`config.mk`:
```
export PLATFORM = sky130hd
export DESIGN_NAME = acsl_top
export DESIGN_NICKNAME = d
export VERILOG_FILES = /design/src/acsl_pkg.sv /design/src/acsl_top.sv /design/src/acsl_sync3.sv
export SDC_FILE = /design/constraint.sdc
export NUM_CORES = 1
export LEC_CHECK = 0
export BUFFER_PORTS_ARGS = -buffer_cell sky130_fd_sc_hd__buf_2
export CAP_MARGIN = 20
export CELL_PAD_IN_SITES_DETAIL_PLACEMENT = 0
export CELL_PAD_IN_SITES_GLOBAL_PLACEMENT = 1
export CORE_ASPECT_RATIO = 0.8
export CORE_UTILIZATION = 31
export CTS_CLUSTER_DIAMETER = 150
export DETAILED_ROUTE_END_ITERATION = 7
export GPL_TIMING_DRIVEN = 0
export PLACE_DENSITY = 0.68
export SLEW_MARGIN = 40
export SYNTH_ARGS = -nofsm -noshare
export SYNTH_HDL_FRONTEND = slang
export SYNTH_SLANG_ARGS = --single-unit
```
`constraint.sdc`:
```
create_clock -name pclk -period 2.6 [get_ports pclk]
set_clock_uncertainty 0.2 [all_clocks]
set_input_delay 0.13 -clock pclk [delete_from_list [all_inputs] [get_ports pclk]]
set_output_delay 0.13 -clock pclk [all_outputs]
set_load 0.02 [all_outputs]
```
`src/acsl_pkg.sv`:
```
/*
  acsl_pkg: shared constants, state types and carrier structs of the
  converter control/status block.
  assumes: one clock domain, registers reached as 32-bit apb words.
*/
package acsl_pkg;

  ////////////////////////////////////////////////////////////////////////
  // register indices; the byte address is four times the index
  localparam logic [15:0] ACSL_IDX_RES_A_HIGH = 16'hff90;
  localparam logic [15:0] ACSL_IDX_RES_A_LOW  = 16'hff91;
  localparam logic [15:0] ACSL_IDX_RES_B_HIGH = 16'hff92;
  localparam logic [15:0] ACSL_IDX_RES_B_LOW  = 16'hff93;
  localparam logic [15:0] ACSL_IDX_RES_C_HIGH = 16'hff94;
  localparam logic [15:0] ACSL_IDX_RES_C_LOW  = 16'hff95;
  localparam logic [15:0] ACSL_IDX_RES_D_HIGH = 16'hff96;
  localparam logic [15:0] ACSL_IDX_RES_D_LOW  = 16'hff97;
  localparam logic [15:0] ACSL_IDX_CTRL_STAT  = 16'hff98;
  localparam logic [15:0] ACSL_IDX_CTRL       = 16'hff99;

  ////////////////////////////////////////////////////////////////////////
  // field positions
  localparam int ACSL_CSR_FLAG_BIT   = 7;
  localparam int ACSL_CSR_IE_BIT     = 6;
  localparam int ACSL_CSR_START_BIT  = 5;
  localparam int ACSL_CSR_SCAN_BIT   = 4;
  localparam int ACSL_CSR_CKS_BIT    = 3;
  localparam int ACSL_CSR_GROUP_BIT  = 2;
  localparam int ACSL_CSR_IDX_HI_BIT = 1;
  localparam int ACSL_CSR_IDX_LO_BIT = 0;
  localparam int ACSL_CR_TRG_HI_BIT  = 7;
  localparam int ACSL_CR_TRG_LO_BIT  = 6;
  localparam int ACSL_CR_CKS_HI_BIT  = 3;
  localparam int ACSL_CR_EXTRA_BIT   = 2;

  ////////////////////////////////////////////////////////////////////////
  // reset values and trigger source codes
  localparam logic [7:0] ACSL_CSR_RESET   = 8'h00;
  localparam logic [7:0] ACSL_CR_RESET    = 8'h00;
  localparam logic [1:0] ACSL_TRG_TIMER   = 2'h1;
  localparam logic [1:0] ACSL_TRG_EXT_PIN = 2'h2;

  ////////////////////////////////////////////////////////////////////////
  // types
  typedef enum logic [1:0] {
    ACSL_IDLE = 2'b01,
    ACSL_WAIT = 2'b10
  } acsl_state_t;

  typedef struct packed {
    logic       end_flag;
    logic       end_ie;
    logic       start;
    logic       scan;
    logic       cks_lo;
    logic       group;
    logic [1:0] index;
  } acsl_csr_t;

  typedef struct packed {
    logic [1:0] trig;
    logic       cks_hi;
    logic       extra;
  } acsl_cr_t;

  // request towards the conversion core
  typedef struct packed {
    logic       req;
    logic [3:0] channel;
    logic [1:0] clk_sel;
  } acsl_conv_req_t;

  // answer from the conversion core
  typedef struct packed {
    logic       done;
    logic [9:0] data;
  } acsl_conv_rsp_t;

  typedef struct packed {
    acsl_state_t     state;
    acsl_csr_t       csr;
    acsl_cr_t        cr;
    logic [3:0][9:0] result;
    logic [1:0]      cur;
    logic            armed;
    logic            pready;
    logic            pslverr;
    logic [31:0]     prdata;
    acsl_conv_req_t  conv;
    logic            irq;
  } acsl_regs_t;

endpackage

```
`src/acsl_top.sv`:
```
/*
  acsl_top: control, status and result registers of a 10-bit converter
  with sixteen inputs in four groups of four, apb slave for software.
  assumes: the conversion core runs on pclk, takes a one-cycle request
  and answers with a one-cycle done pulse carrying the result.
*/
// Design decision made here: register access over APB.
// Functional notes
// - single mode sets end flag when the chosen channel finishes.
// - scan mode sets end flag only after every chosen channel finishes.
// - end flag clears on a 0 write only after it was read as 1.
// - a transfer controller read of a result register clears end flag while ie is set.
// - software may only write 0 to end flag; writing 1 does nothing.
// - results split: bits 9..2 high byte, bits 1..0 at low bits 7..6.
// - control/status holds flag, ie, start, scan, cks, three channel bits.
// - second control holds trigger bits 7..6, cks high bit 3, channel bit 2.
// - group bit picks inputs 0-3 or 4-7 (8-11 or 12-15 with extra set); scan runs first..indexed input.
`timescale 1ns/1ps
module acsl_top
  import acsl_pkg::*;
#(
  parameter int ADDR_W = 18
) (
  // clock and reset
  input  wire logic              pclk,
  input  wire logic              presetn,
  // apb slave
  input  wire logic              psel,
  input  wire logic              penable,
  input  wire logic              pwrite,
  input  wire logic [ADDR_W-1:0] paddr,
  input  wire logic [31:0]       pwdata,
  input  wire logic [3:0]        pstrb,
  output logic                   pready,
  output logic [31:0]            prdata,
  output logic                   pslverr,
  // access made by the transfer controller
  input  wire logic              xfer_access,
  // conversion core
  output acsl_conv_req_t         conv_req,
  input  wire acsl_conv_rsp_t    conv_rsp,
  // triggers and power state
  input  wire logic              timer_trigger,
  input  wire logic              ext_trigger,
  input  wire logic              standby,
  // interrupt request
  output logic                   conversion_end_interrupt
);

  ////////////////////////////////////////////////////////////////////////
  // decode helpers

  function automatic logic [15:0] acsl_word(input logic [ADDR_W-1:0] a);
    acsl_word = 16'(a[ADDR_W-1:2]);
  endfunction

  function automatic logic acsl_is_result(input logic [15:0] w);
    acsl_is_result = (w >= ACSL_IDX_RES_A_HIGH) && (w <= ACSL_IDX_RES_D_LOW);
  endfunction

  function automatic logic acsl_is_mapped(input logic [15:0] w);
    acsl_is_mapped = acsl_is_result(w) || (w == ACSL_IDX_CTRL_STAT) ||
                     (w == ACSL_IDX_CTRL);
  endfunction

  ////////////////////////////////////////////////////////////////////////
  // external trigger pin

  logic ext_level;
  logic ext_level_q;
  logic ext_rise;

  acsl_sync3 u_ext_sync (
    .clk    (pclk),
    .rst_n  (presetn),
    .din    (ext_trigger),
    .stable (ext_level)
  );

  always_ff @(posedge pclk or negedge presetn) begin
    if (!presetn) begin
      ext_level_q <= 1'b0;
    end else begin
      ext_level_q <= ext_level;
    end
  end

  assign ext_rise = ext_level & ~ext_level_q;

  ////////////////////////////////////////////////////////////////////////
  // state

  acsl_regs_t r;
  acsl_regs_t next_r;

  logic [15:0] word;
  logic        setup;
  logic        access;
  logic        wr_ok;
  logic        rd_ok;
  logic [7:0]  csr_byte;
  logic [7:0]  cr_byte;
  logic [7:0]  rd_byte;
  logic        hw_trigger;
  logic        set_flag;
  logic        clr_flag;
  logic [2:0]  rel;

  assign word   = acsl_word(paddr);
  assign setup  = psel & ~penable;
  assign access = psel & penable & r.pready;
  assign wr_ok  = access & pwrite & pstrb[0] & acsl_is_mapped(word);
  assign rd_ok  = access & ~pwrite & acsl_is_mapped(word);

  // flag, ie, start, scan, cks, channel
  assign csr_byte = {r.csr.end_flag, r.csr.end_ie, r.csr.start, r.csr.scan,
                     r.csr.cks_lo, r.csr.group, r.csr.index};
  // trigger, cks high, extra bit; unused read 0
  assign cr_byte  = {r.cr.trig, 2'h0, r.cr.cks_hi, r.cr.extra, 2'h0};

  assign hw_trigger = ((r.cr.trig == ACSL_TRG_TIMER) & timer_trigger) |
                      ((r.cr.trig == ACSL_TRG_EXT_PIN) & ext_rise);

  assign rel = 3'(word - ACSL_IDX_RES_A_HIGH);

  ////////////////////////////////////////////////////////////////////////
  // read data mux

  always_comb begin
    rd_byte = 8'h00;
    if (acsl_is_result(word)) begin
      if (!rel[0]) begin
        rd_byte = r.result[rel[2:1]][9:2];
      end else begin
        rd_byte = {r.result[rel[2:1]][1:0], 6'h00};
      end
    end else if (word == ACSL_IDX_CTRL_STAT) begin
      rd_byte = csr_byte;
    end else if (word == ACSL_IDX_CTRL) begin
      rd_byte = cr_byte;
    end
  end

  ////////////////////////////////////////////////////////////////////////
  // next state

  always_comb begin
    next_r = r;
    set_flag = 1'b0;
    clr_flag = 1'b0;

    // zero wait: ready rises in the access phase
    next_r.pready  = setup;
    next_r.pslverr = setup & ~acsl_is_mapped(word);
    next_r.prdata  = 32'h0000_0000;
    if (setup & ~pwrite) begin
      next_r.prdata = {24'h00_0000, rd_byte};
    end

    next_r.conv.req = 1'b0;

    // register writes
    if (wr_ok && word == ACSL_IDX_CTRL_STAT) begin
      next_r.csr.end_ie = pwdata[ACSL_CSR_IE_BIT];
      next_r.csr.start  = pwdata[ACSL_CSR_START_BIT];
      next_r.csr.scan   = pwdata[ACSL_CSR_SCAN_BIT];
      next_r.csr.cks_lo = pwdata[ACSL_CSR_CKS_BIT];
      next_r.csr.group  = pwdata[ACSL_CSR_GROUP_BIT];
      next_r.csr.index  = {pwdata[ACSL_CSR_IDX_HI_BIT], pwdata[ACSL_CSR_IDX_LO_BIT]};
      // clear only after read as 1
      if (!pwdata[ACSL_CSR_FLAG_BIT] && r.armed) begin
        clr_flag = 1'b1;
      end
      next_r.armed = 1'b0;
    end
    if (wr_ok && word == ACSL_IDX_CTRL) begin
      next_r.cr.trig   = {pwdata[ACSL_CR_TRG_HI_BIT], pwdata[ACSL_CR_TRG_LO_BIT]};
      next_r.cr.cks_hi = pwdata[ACSL_CR_CKS_HI_BIT];
      next_r.cr.extra  = pwdata[ACSL_CR_EXTRA_BIT];
    end

    // arm on reading the flag set
    if (rd_ok && word == ACSL_IDX_CTRL_STAT && r.csr.end_flag) begin
      next_r.armed = 1'b1;
    end

    if (rd_ok && xfer_access && acsl_is_result(word) && r.irq) begin
      clr_flag = 1'b1;
    end

    if (hw_trigger) begin
      next_r.csr.start = 1'b1;
    end

    // conversion sequencing
    case (r.state)
      ACSL_IDLE: begin
        if (next_r.csr.start && !standby) begin
          // scan begins at group's first input
          next_r.cur          = next_r.csr.scan ? 2'h0 : next_r.csr.index;
          next_r.conv.req     = 1'b1;
          next_r.conv.channel = {next_r.cr.extra, next_r.csr.group, next_r.cur};
          next_r.conv.clk_sel = {next_r.cr.cks_hi, next_r.csr.cks_lo};
          next_r.state        = ACSL_WAIT;
        end
      end
      ACSL_WAIT: begin
        if (conv_rsp.done) begin
          next_r.result[r.cur] = conv_rsp.data;
          next_r.state         = ACSL_IDLE;
          if (!r.csr.scan) begin
            if (r.csr.start) begin
              set_flag = 1'b1;
            end
            next_r.csr.start = 1'b0;
          end else begin
            // scan up to the indexed input
            if (r.cur == r.csr.index) begin
              set_flag   = 1'b1;
              next_r.cur = 2'h0;
            end else begin
              next_r.cur = 2'(r.cur + 2'h1);
            end
            if (next_r.csr.start && !standby) begin
              next_r.conv.req     = 1'b1;
              next_r.conv.channel = {next_r.cr.extra, next_r.csr.group, next_r.cur};
              next_r.conv.clk_sel = {next_r.cr.cks_hi, next_r.csr.cks_lo};
              next_r.state        = ACSL_WAIT;
            end
          end
        end
      end
      default: begin
        next_r.state = ACSL_IDLE;
      end
    endcase

    if (standby) begin
      next_r.csr.start = 1'b0;
      next_r.state     = ACSL_IDLE;
      next_r.conv.req  = 1'b0;
    end

    // set wins over clear
    if (set_flag) begin
      next_r.csr.end_flag = 1'b1;
    end else if (clr_flag) begin
      next_r.csr.end_flag = 1'b0;
    end
    if (!next_r.csr.end_flag) begin
      next_r.armed = 1'b0;
    end

    next_r.irq = next_r.csr.end_flag & next_r.csr.end_ie;
  end

  ////////////////////////////////////////////////////////////////////////
  // registers

  always_ff @(posedge pclk or negedge presetn) begin
    if (!presetn) begin
      r.state   <= ACSL_IDLE;
      r.csr     <= ACSL_CSR_RESET;
      r.cr      <= acsl_cr_t'({ACSL_CR_RESET[7:6], ACSL_CR_RESET[3:2]});
      r.result  <= '0;
      r.cur     <= 2'h0;
      r.armed   <= 1'b0;
      r.pready  <= 1'b0;
      r.pslverr <= 1'b0;
      r.prdata  <= 32'h0000_0000;
      r.conv    <= '0;
      r.irq     <= 1'b0;
    end else begin
      r <= next_r;
    end
  end

  ////////////////////////////////////////////////////////////////////////
  // outputs straight from flops

  assign pready                   = r.pready;
  assign prdata                   = r.prdata;
  assign pslverr                  = r.pslverr;
  assign conv_req                 = r.conv;
  assign conversion_end_interrupt = r.irq;

endmodule

```
`src/acsl_sync3.sv`:
```
/*
  acsl_sync3: three-stage synchroniser for a pin input.
  assumes: din is asynchronous to clk; the stable output only moves
  once the second and third stages agree.
*/
`timescale 1ns/1ps
module acsl_sync3 (
  // clock and reset
  input  wire logic clk,
  input  wire logic rst_n,
  // pin side
  input  wire logic din,
  // clock side
  output logic      stable
);

  logic [2:0] stage;

  always_ff @(posedge clk or negedge rst_n) begin
    if (!rst_n) begin
      stage  <= 3'h0;
      stable <= 1'b0;
    end else begin
      stage <= {stage[1:0], din};
      // first stage feeds only the second
      if (stage[1] == stage[2]) begin
        stable <= stage[2];
      end
    end
  end

endmodule

```
Yosys cells after proc, flatten, opt, wreduce, memory -nomap -nowiden --
Cells that the tools add are included.
Storage, ports and cells: logic and storage cells 136, output and inout port bits 42, flip-flop bits (word level) 104
Operators by class: multiplexer cells 48, order comparisons 5, equality and inequality tests 15, add/sub/neg operators 2, bitwise gates (word level) 19, reduce and logical (&&, ||, !) cells 20
Operators by type and width (number):
- $bwmux W40 | 1
- $mux W8 | 5
- $mux W7 | 5
- $eq A16 B16 Y1 const B | 2
- $mux W2 | 11
- $bmux W10 S2 | 1
- $demux W10 S2 | 1
- $mux W10 | 2
- $mux W1 | 19
- $ge A16 B16 Y1 const B | 1
- $le A16 B16 Y1 const B | 1
- $and A1 B1 Y1 | 14
- $pmux W7 S2 | 1
- $logic_and A1 B1 Y1 | 11
- $ne A2 B2 Y1 const B | 4
- $pmux W2 S2 | 2
- $lt A2 B3 Y1 const B | 2
- $ne A3 B3 Y1 const B | 2
- $reduce_and A5 Y1 | 1
- $eq A2 B1 Y1 const B | 2
- $eq A2 B2 Y1 const B | 2
- $not A1 Y1 | 4
- $reduce_and A2 Y1 | 2
- $reduce_and A4 Y1 | 1
- 10 further kinds | 12

Logic depth before layout (Yosys ltp) --
depth in word-level cells 14, depth in mapped cells 7, gate-level depth less buffers 6

Modules after synthesis --
Synthesis repeated with hierarchy kept, for this count alone.
Second synthesis, totals: cells, all modules 337, area, all modules 4130.2 um^2
By module, submodules not included:
- acsl_top | area each 4018.9 um^2, cells an instance 332, sequential area each 1903.1 um^2, instances 1
- acsl_sync3 | area each 111.4 um^2, cells an instance 5, sequential area each 100.1 um^2, instances 1

Worst setup path before layout --
OpenSTA, ideal clock, no wires.
path type flip-flop to flip-flop, from reg r (netlist bit cr_byte[6]), to reg r[98] (netlist name), cell stages (with the launch flop) 7, data arrival time 1.808 ns, setup slack 0.510 ns, cells stage by stage dfrtp_1 > or4bb_1 > o21ai_1 > a31oi_4 > and2_4 > or4_1 > a31oi_1
Between the ends: word-level cells in the longest chain between the ends 10
Ends and longest elaborated chain:
- from (decl) | line acsl_top.sv:93 | acsl_regs_t r;
- from (signal assigned) | line acsl_top.sv:274 | r <= next_r;
- $eq A2 B1 Y1 or $eq A2 B2 Y1 (tied branches) | line acsl_top.sv:121, acsl_top.sv:122
- $and A1 B1 Y1 (on tied branches) | line acsl_top.sv:121, acsl_top.sv:122
- $or A1 B1 Y1 * | line acsl_top.sv:121 | assign hw_trigger = ((r.cr.trig == ACSL_TRG_TIMER) & timer_trigger) |
- $mux W1 * | line acsl_top.sv:191 | if (hw_trigger) begin
- $logic_and A1 B1 Y1 * | line acsl_top.sv:198, acsl_top.sv:224
- $mux W2 | line acsl_top.sv:224 | if (next_r.csr.start && !standby) begin
- $mux W2 | line acsl_top.sv:211 | if (!r.csr.scan) begin
- $mux W2 | line acsl_top.sv:208 | if (conv_rsp.done) begin
- $pmux W2 S2 | line acsl_top.sv:196 | case (r.state)
- $mux W2 | line acsl_top.sv:238 | if (standby) begin
Every way passes the cells marked *; elsewhere a longest branch is shown, timed or not. The select of a mux whose other input is x is not followed. A chain may end at the register's enable or synchronous reset.

Worst setup path after layout --
from reg u_ext_sync.stable, to reg r (netlist bit conv_req[4])
Between the ends: word-level cells in the longest chain between the ends 7
Ends and longest elaborated chain:
- from (decl) | line acsl_sync3.sv:14 | output logic stable
- from (signal assigned) | line acsl_sync3.sv:27 | stable <= stage[2];
- $and A1 B1 Y1 * | line acsl_top.sv:88 | assign ext_rise = ext_level & ~ext_level_q;
- $and A1 B1 Y1 * | line acsl_top.sv:122 | ((r.cr.trig == ACSL_TRG_EXT_PIN) & ext_rise);
- $or A1 B1 Y1 * | line acsl_top.sv:121
- $mux W1 * | line acsl_top.sv:191
- $logic_and A1 B1 Y1 * | line acsl_top.sv:198, acsl_top.sv:224
- $ne A2 B2 Y1 (no line)
- $reduce_and A5 Y1 (no line) *
Every way passes the cells marked *; elsewhere a longest branch is shown, timed or not.

==> metrics.md <==
| Metric | Value |
|---|---|
| Worst hold path startpoint | `penable` |
| Leakage | `2.65 nW` |
| Num rows | `36` |
| Post-layout net count | `521` |
| Post-synth top area share | `49.1%` |
| Die Width | `129 um` |
| Worst Hold End | `pslverr$_DFF_PN0_` |
| Dpl hpwl | `6560 um` |
| Die outline area | `13500 um^2` |
| GRT overflow | `0` |
| Final period util | `89.4%` |
| Post-DP Area | `4660 um^2` |
| Largest net degree at the start of global routing | `43` |
| Number of synthesized flops with an enable pin | `0` |
| Slew Limit Headroom | `47.7%` |
| Global placer's final weighted congestion | `0.755` |
| Final Hold Viols | `0` |
| IO Count | `116` |
| FF-to-FF End | `conv_req[4]$_DFFE_PN0P_` |
| Area of the multi-input gates | `1750 um^2` |
| Synth top cells by count | `dfrtp_1, mux2_2, buf_4` |
| TritonCTS Sinks | `80` |
| Sequential area share after synthesis | `49.8%` |
| Worst min path class | `primary input to flop` |
| Final instance area | `5250 um^2` |
| Fin Setup TNS | `0 ns` |
| Routed Antenna Nets | `0` |
| Slowest-stage cell, CP | `or4bb_1` |
| Power Density | `546 nW/um^2` |
| RSZ-0062 raised after global routing | `false` |
| R2R cell count | `6` |
| Synth-to-Final Area Change | `30.5%` |
| Ant diodes | `0` |
| Slowest Stage Delay on Critical Path | `0.49 ns` |
| Cell chain of the critical path | `or4bb_1, o21ai_1, a31oi_4, and2_4, nor4_2, a22o_1` |
| Vias in the first global route | `2716` |
| Longest Clk Path Bufs | `2` |
| Power, Total | `2.87 mW` |
| Worst Setup End Kind | `flop` |
| Worst Tran Pin Value | `0.782 ns` |
| Synth warn | `0` |
| Synth area leaders | `dfrtp_1, mux2_2, buf_4` |
| Min Tclk post-route | `2.32 ns` |
| Most frequent cell after synthesis | `dfrtp_1` |
| Top cell type by total area after synthesis | `dfrtp_1` |
| Post-Syn Area | `4030 um^2` |
| Clock root cell | `clkbuf_16` |
| CTS tree | `built` |
| WHS | `0.0341 ns` |
| Core Box Area | `12400 um^2` |
| Remaining DRCs | `0` |
| Post-CTS Repair Setup Buffers | `0` |
| Largest fanout on the critical path | `4` |
| Synthesized netlist cell count | `317` |
| Die height | `104 um` |
| Pins Over Slew Limit | `0` |
| All-layer global routing usage | `14.1%` |
| Setup Viol. Count Final | `0` |
| Worst setup SP type | `flop` |
| F_max | `430 MHz` |
| Via density | `4.47` |
| Outcome | `finished clean` |
| Async SR Flop Fraction | `100%` |
| Post-CTS resize count | `0` |
| Num CTS Buffers | `9` |
| Syn_area_per_cell | `12.7 um^2` |
| Wire per inst | `14.5 um` |
| Post-synthesis cell type count | `45` |
| # fillers | `1204` |
| Register area | `2000 um^2` |
| MaxCap Viol Count | `0` |
| Number of H-tree levels | `3` |
| Vias | `2755` |
| Starting Density | `32.4%` |
| Register bit total from synthesis | `80` |
| Hold_buf cts | `27` |
| Main flop type after synthesis | `dfrtp_1` |
| Worst vdd ir | `350 uV` |
| IO Port Bufs | `62` |
| Global-route wire length before repair | `14200 um` |
| Initial antenna violation count | `0` |
| Pre-antenna DRT Iters | `4` |
| Worst Path Class, Setup | `flop to flop` |
| Later-pin clock latency in the skew report | `0.33 ns` |
| Worst hold path cell count | `3` |
| Clock edge transition at the registers on the reported setup and hold paths | `0.06 ns` |
| R2r setup slk | `0.28 ns` |
| Critical Path AT | `2.40 ns` |
| Drt total wl | `8920 um` |
| Starting DRT DRC Count | `96` |
| Worst r2r src | `u_ext_sync.stable$_DFFE_PN0N_` |
| Req. time, crit path | `2.67 ns` |
| Share of cells above drive strength 1 | `43.6%` |
[sequential cells by signal, indices dropped and copies added (netlist names), 3 cells and up]
register	count
conv_req	7
prdata	8
r	45
u_ext_sync.stage	3
cr_byte	4
csr_byte	8
[through the flow]
step / util (%) / instances / setup slack, ns
6_report: 42.3 / 616 / 0.275
5_1_grt: 42.3 / 616 / 0.128
4_1_cts: 42.3 / 616 / 0.289
3_5_place_dp: 37.5 / 574 / 0.129
3_3_place_gp: 37.3 / 573 / 0.137
2_1_floorplan: - / 340 / 0.510
[worst max-delay path by stage]
stage                                             start                       to  slack (ns)  depth (start not counted)
after floorplan                  cr_byte[6]$_DFFE_PN0P_        r[98]$_DFFE_PN0P_        0.51                          6
after global placement                         paddr[7]  conv_req[1]$_DFFE_PN0P_        0.14                          8
after detailed placement                       paddr[7]  conv_req[1]$_DFFE_PN0P_        0.13                          8
after CTS                 u_ext_sync.stable$_DFFE_PN0N_  conv_req[1]$_DFFE_PN0P_        0.29                          6
after global routing                           paddr[7]      prdata[6]$_DFF_PN0_        0.13                          8
final                     u_ext_sync.stable$_DFFE_PN0N_  conv_req[4]$_DFFE_PN0P_        0.28                          6
[worst max-delay path, delay by kind of cell, from the launching register on]
family,cells,cell delay (ns)
flip-flops,1,0.46
AND/OR/NAND/NOR,3,1.15
AO/OA/AOI/OAI,3,0.45
[layer usage]
| layer | part of all wire, % | global-route usage, % | vias to the layer above |
|---|---|---|---|
| met4 | 1.3 | 4.49 | 0 |
| li1 | - | - | 1334 |
| met2 | 44 | 21.1 | 75 |
| met3 | 4.8 | 4.06 | 9 |
| met5 | 0 | 0 | - |
| met1 | 50 | 19.7 | 1337 |
[cell usage in the layout, fill, tap and decap left out, types with 2 or more instances in the layout]
cell           count
a21oi_1            8
a22o_1             4
a22oi_1            8
a31oi_1            3
a32o_1             2
and2_1             3
and3_1             3
and4_1             3
buf_2             65
buf_4             40
bufinv_16          2
clkbuf_1           6
clkbuf_16          9
conb_1            24
dfrtp_1           79
dlygate4sd3_1     27
ha_1               6
inv_1              6
mux2_2            54
mux2i_1            4
mux4_2            10
nand2_1           16
nand2b_1           7
nand3_1            7
nor2_1             8
nor2b_1            4
nor3_1             5
nor4b_2            2
o21ai_0            4
o2bb2ai_1          2
xnor2_1            2
[power breakdown]
| part | switching, mW | leakage [nW] | internal [mW] | total (mW) |
|---|---|---|---|---|
| sequential | 0.0146 | 1.10 | 1.26 | 1.28 |
| clock | 0.479 | 0.156 | 0.866 | 1.35 |
| combinational | 0.134 | 1.39 | 0.111 | 0.245 |
[cells by family (layout without fill, tap and decap cells)]
logic type	Yosys count	count (layout)	share of synthesized area, %
other	1	24	0.0931
adder cells (fa/ha/maj)	7	7	2.11
multiplexers	68	68	21.7
buffers and inverters	55	160	8.98
AND/OR/NAND/NOR	67	67	9.94
flip-flops	80	80	49.8
AO/OA/AOI/OAI	37	37	6.99
XOR/XNOR	2	2	0.435
[layout make-up]
class | instances | share of cell area [%]
clock inverter | 4 | 1.48
multi-input combinational | 205 | 33.3
sequential | 80 | 38.1
buffer | 49 | 6.45
clock buffer | 11 | 4.62
inverter | 6 | 0.429
timing repair buffer | 90 | 11.6
tap | 171 | 4.07
Note: power is estimated with default switching activity, not from simulation.
